## src/kstr_defines.vh

```
// Register addresses, field positions, reset values and timing for key status/test bank
`ifndef KSTR_DEFINES_VH
`define KSTR_DEFINES_VH
`define KSTR_ADDR_TEST      8'h07
`define KSTR_ADDR_STICKY    8'h08
`define KSTR_ADDR_LIVE      8'h0C
`define KSTR_TEST_BIT       0
`define KSTR_RST_TEST       1'b0
`define KSTR_RST_KEYS       8'h00
`define KSTR_TEST_DUTY      6'h1C
`define KSTR_PWM_STEPS      6'h3F
`endif

```

## src/kstr_regs.v

```verilog
// Key status registers and display test override of the LED driver
`timescale 1ns/1ps
`include "kstr_defines.vh"
module kstr_regs
(
	input  wire       mclk_i,
	input  wire       rst_n_i,
	input  wire       clk_en_i,
	input  wire       wr_stb_i,
	input  wire       rd_stb_i,
	input  wire [7:0] addr_i,
	input  wire [7:0] wdata_i,
	input  wire       scan_done_i,
	input  wire [7:0] scan_pressed_i,
	input  wire [7:0] scan_debounced_i,
	input  wire [5:0] intensity_i,
	input  wire       shutdown_i,
	input  wire [7:0] seg_pattern_i,
	output reg  [7:0] rdata_o,
	output reg        rvalid_o,
	output reg        irq_o,
	output reg        test_mode_o,
	output reg  [7:0] seg_drive_o,
	output reg        pwm_on_o
);

// ----------------------------------------------------------------
// State and next-state values
// ----------------------------------------------------------------
reg  [7:0] live_reg;
reg  [7:0] live_next;
reg  [7:0] released_reg;
reg  [7:0] released_next;
reg  [7:0] sticky_reg;
reg  [7:0] sticky_next;
reg        irq_next;
reg        clr_pend_reg;
reg        clr_pend_next;
reg        test_reg;
reg        test_next;
reg  [7:0] rdata_next;
reg        rvalid_next;
reg  [5:0] pwm_cnt_reg;
reg  [5:0] pwm_cnt_next;
reg        pwm_on_next;
reg  [7:0] seg_next;
wire [7:0] new_evt;
wire [5:0] duty;
wire       rd_sticky;
wire       wr_test;

// ----------------------------------------------------------------
// Helper functions
// ----------------------------------------------------------------
// Strobe qualified by a register pointer match
function addr_hit;
	input       stb;
	input [7:0] ptr;
	input [7:0] code;
	begin
		addr_hit = stb && (ptr == code);
	end
endfunction

// Unmapped pointers read as zero
function [7:0] read_mux;
	input [7:0] ptr;
	input       test_bit;
	input [7:0] sticky;
	input [7:0] live;
	begin
		case (ptr)
		`KSTR_ADDR_TEST:   read_mux = {7'h00, test_bit};
		`KSTR_ADDR_STICKY: read_mux = sticky;
		`KSTR_ADDR_LIVE:   read_mux = live;
		default:           read_mux = 8'h00;
		endcase
	end
endfunction

// ----------------------------------------------------------------
// Event qualification
// ----------------------------------------------------------------
// Only keys seen released since their last report may fire again
assign new_evt   = scan_done_i ? (scan_debounced_i & released_reg)
	: 8'h00;
assign rd_sticky = addr_hit(rd_stb_i, addr_i, `KSTR_ADDR_STICKY);
// Only the test register accepts writes; 0x08 and 0x0C fall through
assign wr_test   = addr_hit(wr_stb_i, addr_i, `KSTR_ADDR_TEST);
assign duty      = test_reg ? `KSTR_TEST_DUTY : intensity_i;

// ----------------------------------------------------------------
// Key tracking next state
// ----------------------------------------------------------------
always @*
begin
	live_next     = live_reg;
	released_next = released_reg;
	if (scan_done_i)
	begin
		live_next     = scan_pressed_i;
		// A key re-arms once a scan finds it up
		released_next = (released_reg & ~scan_debounced_i)
			| ~scan_pressed_i;
	end
end

// ----------------------------------------------------------------
// Sticky events and interrupt next state
// ----------------------------------------------------------------
always @*
begin
	// Clear after data left; a same-cycle event survives
	if (clr_pend_reg)
	begin
		sticky_next = new_evt;
		irq_next    = |new_evt;
	end
	else
	begin
		sticky_next = sticky_reg | new_evt;
		irq_next    = irq_o | (|new_evt);
	end
	clr_pend_next = rd_sticky;
end

// ----------------------------------------------------------------
// Host port next state
// ----------------------------------------------------------------
always @*
begin
	test_next   = test_reg;
	rdata_next  = rdata_o;
	rvalid_next = rd_stb_i;
	if (wr_test)
		test_next = wdata_i[`KSTR_TEST_BIT];
	// Live reads have no side effect
	if (rd_stb_i)
		rdata_next = read_mux(addr_i, test_reg, sticky_reg,
			live_reg);
end

// ----------------------------------------------------------------
// Display override next state
// ----------------------------------------------------------------
always @*
begin
	if (pwm_cnt_reg == `KSTR_PWM_STEPS)
		pwm_cnt_next = 6'h00;
	else
		pwm_cnt_next = pwm_cnt_reg + 6'h01;
	// Test mode lights the LEDs even in shutdown
	pwm_on_next = (pwm_cnt_reg < duty)
		&& (test_reg || !shutdown_i);
	// Stored settings untouched; override only on the output path
	seg_next = test_reg ? 8'hFF : seg_pattern_i;
end

// ----------------------------------------------------------------
// Key tracking registers
// ----------------------------------------------------------------
always @(posedge mclk_i or negedge rst_n_i)
begin
	if (!rst_n_i)
	begin
		live_reg     <= `KSTR_RST_KEYS;
		// All keys armed, so the first press is reported
		released_reg <= 8'hFF;
	end
	else if (clk_en_i)
	begin
		live_reg     <= live_next;
		released_reg <= released_next;
	end
end

// ----------------------------------------------------------------
// Sticky events and interrupt registers
// ----------------------------------------------------------------
always @(posedge mclk_i or negedge rst_n_i)
begin
	if (!rst_n_i)
	begin
		sticky_reg   <= `KSTR_RST_KEYS;
		irq_o        <= 1'b0;
		clr_pend_reg <= 1'b0;
	end
	else if (clk_en_i)
	begin
		sticky_reg   <= sticky_next;
		irq_o        <= irq_next;
		clr_pend_reg <= clr_pend_next;
	end
end

// ----------------------------------------------------------------
// Host port registers
// ----------------------------------------------------------------
always @(posedge mclk_i or negedge rst_n_i)
begin
	if (!rst_n_i)
	begin
		test_reg    <= `KSTR_RST_TEST;
		rdata_o     <= 8'h00;
		rvalid_o    <= 1'b0;
		test_mode_o <= 1'b0;
	end
	else if (clk_en_i)
	begin
		test_reg    <= test_next;
		rdata_o     <= rdata_next;
		rvalid_o    <= rvalid_next;
		test_mode_o <= test_reg;
	end
end

// ----------------------------------------------------------------
// Display override registers
// ----------------------------------------------------------------
always @(posedge mclk_i or negedge rst_n_i)
begin
	if (!rst_n_i)
	begin
		pwm_cnt_reg <= 6'h00;
		pwm_on_o    <= 1'b0;
		seg_drive_o <= 8'h00;
	end
	else if (clk_en_i)
	begin
		pwm_cnt_reg <= pwm_cnt_next;
		pwm_on_o    <= pwm_on_next;
		seg_drive_o <= seg_next;
	end
end

endmodule // kstr_regs

```

## config.mk

```make
export PLATFORM = sky130hd
export DESIGN_NAME = kstr_regs
export DESIGN_NICKNAME = d
export VERILOG_FILES = /design/src/kstr_regs.v
export VERILOG_INCLUDE_DIRS = /design/src
export SDC_FILE = /design/constraint.sdc
export NUM_CORES = 1
export LEC_CHECK = 0
export BUFFER_PORTS_ARGS = -buffer_cell sky130_fd_sc_hd__clkbuf_2
export CAP_MARGIN = 20
export CORE_ASPECT_RATIO = 0.5
export CORE_MARGIN = 2
export CORE_UTILIZATION = 43
export DETAILED_ROUTE_END_ITERATION = 10
export GPL_ROUTABILITY_DRIVEN = 0
export PLACE_DENSITY_LB_ADDON = 0.12
export SETUP_SLACK_MARGIN = 0.2
export SKIP_CTS_REPAIR_TIMING = 1
export SLEW_MARGIN = 20
export SYNTH_ARGS = -nofsm -noshare
export SYNTH_HDL_FRONTEND = slang
export SYNTH_SLANG_ARGS = --single-unit
```

## constraint.sdc

```tcl
create_clock -name mclk_i -period 4.98 [get_ports mclk_i]
set_clock_uncertainty 0.2 [all_clocks]
set_input_delay 0.249 -clock mclk_i [delete_from_list [all_inputs] [get_ports mclk_i]]
set_output_delay 0.249 -clock mclk_i [all_outputs]
set_load 0.005 [all_outputs]
```

==> results.yml, run 1 <==
global_route:
  grtUsageTotal_pct: 17.5
  grt_pass1_wl_um: 8380
  first_global_vias: 1830
  grt_max_degree: 53
  grt_overflow: 0
  antenna_found_initial: 0
setup_path:
  r2r_cells: 5
  cp_max_fo: 18
  r2r-start: "test_reg"
  required_ps: 5030
  crit_arrival_ps: 2180
  cp-end-kind: "register"
  reg2reg_to: "pwm_on_o"
  critPathKind: "register to register"
  cp-start-kind: "register"
  rrSetupSlack_ps: 2850
timing:
  setup_viol: 0
  tns_ps: 0
  clock.fmax_ghz: 0.470
  fin_crit_ps: 2130
  slew-limit-headroom_pct: 44.3
  post-route-worst-setup-slack_ps: 2850
  period_share_pct: 42.7
  rsz0062_at_grt: "no"
  finalHoldViolCount: 0
  tightestPinTransition_ps: 835
  drv_slew: 0
cells_and_area:
  n_fill_cell: 499
  antenna_cells: 0
  syn_to_final_growth_pct: 23.8
  nNetsFinal: 363
  drive_gt1_share_pct: 28.5
  utilization_pct: 57.0
floorplan:
  die-area_um2: 6090
  floorplan.initialDensity_pct: 46.0
  coreArea_um2: 5090
  num_rows: 18
  die_h_um: 56.2
  io_pins: 73
  dieWidth_um: 108
synthesis:
  ys_async_sr_fraction_pct: 100
  yosysWarningCount: 0
  netlist_top_cells_area: "dfrtp_1 (47%), dfstp_2 (9.0%), nand2_1 (8.8%)"
  netlist_instances: 231
  synth_most_common_cell: "nand2_1"
  syn_area_per_cell_um2: 10.1
  yosys_register_bits: 52
  synth_edf_count: 0
  ys_seq_area_share_pct: 56.0
  synth_top_area_share_pct: 47.0
  ys_types: 38
  synthTopCellsByCount: "nand2_1 (55), dfrtp_1 (44), nor2_1 (23)"
  syn_nets: 290
  netlist_area_um2: 2340
  ys.flop_type: "dfrtp_1"
  synth.largest_area_cell: "dfrtp_1"
min_path:
  hp-class: "input port to register"
  hold_depth: 3
  hold_start: "seg_pattern_i[3]"
  hold_end: "seg_drive_o[3]"
route:
  top_layer: "met4"
  routedWlPerCell_um: 13.2
  drc_errors: 0
  vias_per_cell: 5.09
  wl_met2_um: 2290
  wl_um: 4950
  drt-met1-wl_um: 2440
  postRouteAntennaNets: 0
  wl_met3_um: 187
  num_vias: 1910
  first_pass_iters: 4
  drt-initial-drc-count: 86
placement:
  place_ws_ps: 2870
  place.port_buffers: 65
  hpwlAfterDp_um: 3450
clocking:
  cts_htree_levels: 2
  clk_pin_slew_ps: 90
  clk_latency_ps: 300
  clock_path_buffers: 2
  cts_tree: "built"
  cts_buffers: 5
  cts_root_buf: "clkbuf_8"
  cts_sinks: 52
power_and_ir_drop:
  power.leakage_nw: 1.36
  irDropWorstVdd_mv: 0.134
  powerDensity_nw_per_um2: 335
job:
  cap_violations: 0
run_status:
  status: "complete, no violations"
-- power by group --
group          total, mW  internal (mW)  switching (mW)
sequential         0.551          0.492          0.0592
combinational      0.188         0.0971          0.0904
clock              0.234         0.0985           0.136
total              0.972          0.687           0.285
-- worst max path at each step --
stage | to | start | cells after the start
finish | pwm_on_o | test_reg | 5
global route | pwm_on_o | test_reg | 5
CTS | pwm_on_o | test_reg | 5
detailed placement | pwm_on_o | test_reg | 5
global placement | released_reg[7] | clk_en_i | 5
floorplan | pwm_on_o | test_reg | 7
-- stage by stage --
stage	cells	power (mW)	area, um^2	hold slack (ps)
floorplan	231	0.664	2340	-247
global placement	356	0.731	2710	201
detailed placement	356	0.740	2710	212
CTS	364	0.977	2790	-117
global route	375	1.05	2900	1.05
finish	375	0.972	2900	7.58
-- layer usage --
metal	vias up	track usage, %
met3	2	3.51
met2	39	28.7
met5	-	0
met1	908	23.5
li1	961	-
met4	0	4.95
-- layout make-up --
class / instances / area (um^2) / share of cell area, %
clock buffers: 6 / 72.6 / 2.50
inverters: 3 / 11.3 / 0.388
well taps: 70 / 87.6 / 3.02
repair buffers: 77 / 443 / 15.3
flip-flops and latches: 52 / 1310 / 45.2
clock inverters: 2 / 12.5 / 0.431
multi-input cells: 165 / 962 / 33.2
-- worst max-delay path, cell delays in order (launching register included) --
cell and delay, ps:
dfrtp_1 600, nand2b_1 260, ha_1 290, a2111o_1 380, a211oi_1 220, a211o_1 120
-- cell usage in the layout, fill, tap and decap left out, types with 2 or more instances in the layout --
| cell | n |
|---|---|
| nand3_1 | 2 |
| nand4_1 | 4 |
| and4b_1 | 2 |
| o21ai_0 | 13 |
| dfrtp_1 | 44 |
| a22oi_1 | 9 |
| dlygate4sd3_1 | 11 |
| ha_1 | 6 |
| a22o_1 | 3 |
| nand2_1 | 55 |
| inv_1 | 3 |
| nor2_1 | 23 |
| mux2_2 | 4 |
| nand2b_1 | 2 |
| o21ai_1 | 6 |
| clkbuf_2 | 65 |
| clkbuf_8 | 5 |
| a21oi_1 | 10 |
| xnor2_1 | 3 |
| a32o_1 | 8 |
| dfstp_2 | 8 |
-- cell families (layout without fill, tap and decap cells) --
kind of cell / after synthesis / in the layout / share of synthesized area [%]
and+or+nand+nor: 94 / 94 / 17.9
buffers and inverters: 14 / 88 / 2.99
xor gates and xnor gates: 4 / 4 / 1.50
muxes: 4 / 4 / 1.92
AOI/OAI and AO/OA: 57 / 57 / 16.6
DFF: 52 / 52 / 56.0
adders and majority gates: 6 / 6 / 3.20
No activity file was read; power rests on OpenSTA's default activity.
==> run 2, diff against run 1 <==
--- a/config.mk
+++ b/config.mk
@@ -6,6 +6,7 @@
 export SDC_FILE = /design/constraint.sdc
 export NUM_CORES = 1
 export LEC_CHECK = 0
+export ABC_AREA = 1
 export BUFFER_PORTS_ARGS = -buffer_cell sky130_fd_sc_hd__clkbuf_2
 export CAP_MARGIN = 20
 export CORE_ASPECT_RATIO = 0.5
==> constraint.sdc (replaced) <==
create_clock -name mclk_i -period 2.2 [get_ports mclk_i]
set_clock_uncertainty 0.2 [all_clocks]
set_input_delay 0.11 -clock mclk_i [delete_from_list [all_inputs] [get_ports mclk_i]]
set_output_delay 0.11 -clock mclk_i [all_outputs]
set_load 0.005 [all_outputs]
==> run 2 against run 1 <==
Sequential share of layout area shrank 6.0 points; global-route usage grew 0.88 points; worst setup slack lost 2400 ps; largest cell class unchanged; maximum frequency grew 22%; the run now ends with negative hold slack left; total power grew 150%.
==> results.yml, run 2 <==
run_status:
  status: "finished, violations left"
  violations: "negative hold slack"
synthesis:
  synthTopCellsByCount: "nand2_1 (126), dfrtp_1 (44), o21ai_0 (29)"
  netlist_instances: 305
  ys_types: 26
  yosys_register_bits: 52
  synth_top_area_share_pct: 44.0
  syn_nets: 364
  synth_edf_count: 0
  netlist_area_um2: 2500
  ys_seq_area_share_pct: 52.5
  synth_most_common_cell: "nand2_1"
  ys.flop_type: "dfrtp_1"
  ys_async_sr_fraction_pct: 100
  synth.largest_area_cell: "dfrtp_1"
  syn_area_per_cell_um2: 8.20
  yosysWarningCount: 0
  netlist_top_cells_area: "dfrtp_1 (44%), nand2_1 (19%), dfstp_2 (8.4%)"
power_and_ir_drop:
  irDropWorstVdd_mv: 0.439
  powerDensity_nw_per_um2: 720
  power.leakage_nw: 1.75
setup_path:
  crit_arrival_ps: 1760
  critPathKind: "register to register"
  r2r_cells: 8
  required_ps: 2220
  cp-start-kind: "register"
  cp-end-kind: "register"
  cp_max_fo: 14
global_route:
  first_global_vias: 2142
  grt_overflow: 0
  antenna_found_initial: 0
  grt_pass1_wl_um: 9520
  grtUsageTotal_pct: 18.3
  grt_max_degree: 53
route:
  first_pass_iters: 4
  vias_per_cell: 4.70
  drt-initial-drc-count: 103
  drc_errors: 0
  postRouteAntennaNets: 0
  wl_um: 5620
  routedWlPerCell_um: 11.8
  num_vias: 2242
cells_and_area:
  final_cell_mix: "nand2_1 (126), clkbuf_2 (65), dfrtp_1 (43), dlygate4sd3_1 (34), o21ai_0 (29)"
  n_fill_cell: 537
  antenna_cells: 0
  final_cell_area_um2: 3340
  syn_to_final_growth_pct: 33.7
  mostFrequentLayoutCell: "nand2_1"
  drive_gt1_share_pct: 22.8
  nNetsFinal: 462
clocking:
  cts_htree_levels: 2
  clk_latency_ps: 280
  cts_tree: "built"
  cts_root_buf: "clkbuf_16"
  clk_pin_slew_ps: 70
  cts_buffers: 5
  clock_path_buffers: 2
  cts_sinks: 52
timing:
  slew-limit-headroom_pct: 57.1
  rsz0062_at_grt: "no"
  drv_slew: 0
  worst_hold_slack_ps: -9.08
  finalHoldViolCount: 1
  clock.fmax_ghz: 0.574
  period_share_pct: 79.2
  fin_crit_ps: 1740
  setup_viol: 0
  tightestPinTransition_ps: 643
  tns_ps: 0
job:
  cap_violations: 0
floorplan:
  die-area_um2: 6480
  dieWidth_um: 112
  die_h_um: 57.9
  floorplan.initialDensity_pct: 45.1
  coreArea_um2: 5540
  num_rows: 19
  io_pins: 73
min_path:
  hp-class: "input port to register"
  hold_depth: 3
placement:
  place_area_um2: 2860
  hpwlAfterDp_um: 3920
  place.port_buffers: 65
## run 2: worst max-delay path, cell delays in order, from the launching register on
cell     delay (ps)
dfrtp_2         500
inv_1           170
nand2_1          70
ha_1            300
nand2_1          80
inv_1            40
a21oi_1         140
nand4_1         100
nand2_1          80
## run 2: where the power goes
| group | total (mW) | internal (mW) | switching [mW] |
|---|---|---|---|
| clock network | 0.738 | 0.421 | 0.318 |
| registers | 1.20 | 1.09 | 0.110 |
| logic | 0.468 | 0.226 | 0.242 |
| total | 2.41 | 1.74 | 0.669 |
## run 2: cell type report
cell class	count	area, um^2	area share (%)
Clock inverter	1	5.00	0.150
Inverter	28	110	3.29
Multi-Input combinational cell	216	1020	30.5
Sequential cell	52	1310	39.3
Clock buffer	7	133	3.97
Timing Repair Buffer	100	673	20.1
Tap cell	73	91.3	2.73
## run 2: metal layers
metal  routed length, um  global-route usage, %  vias up
li1                    -                      -     1163
met1                2680                   23.7     1030
met2                2680                   32.4       47
met3                 231                   3.97        2
met4                  36                   4.23        0
met5                   0                      0        -
## run 2: path summary, 6_finish.rpt
| path | end | slack (ps) | start |
|---|---|---|---|
| max | pwm_on_o | 460 | test_reg |
| min | sticky_reg[6] | -9 | scan_debounced_i[6] |
| max reg2reg | pwm_on_o | 460 | test_reg |
| min reg2reg | live_reg[5] | 280 | live_reg[5] |
| max in group asynchronous | test_reg | 1070 | rst_n_i |
| min in group asynchronous | pwm_on_o | 280 | rst_n_i |
## run 2: kinds of logic after synthesis
logic type,synth area share (%)
adder cells (fa/ha/maj),3.00
buffers and inverters,6.81
AO/OA/AOI/OAI,7.81
AND/OR/NAND/NOR,28.9
flip-flops,52.5
XOR/XNOR,1.05
## run 2: stage by stage
step	power [mW]	instances	hold WS [ps]	setup WS (ps)	util, %
2_1_floorplan	1.46	305	-386	612	-
3_3_place_gp	1.60	435	60.4	444	51.7
3_5_place_dp	1.62	435	70.0	383	51.7
4_1_cts	2.36	443	-232	373	54.2
5_1_grt	2.58	477	31.6	294	60.4
6_report	2.41	477	-9.08	458	60.4
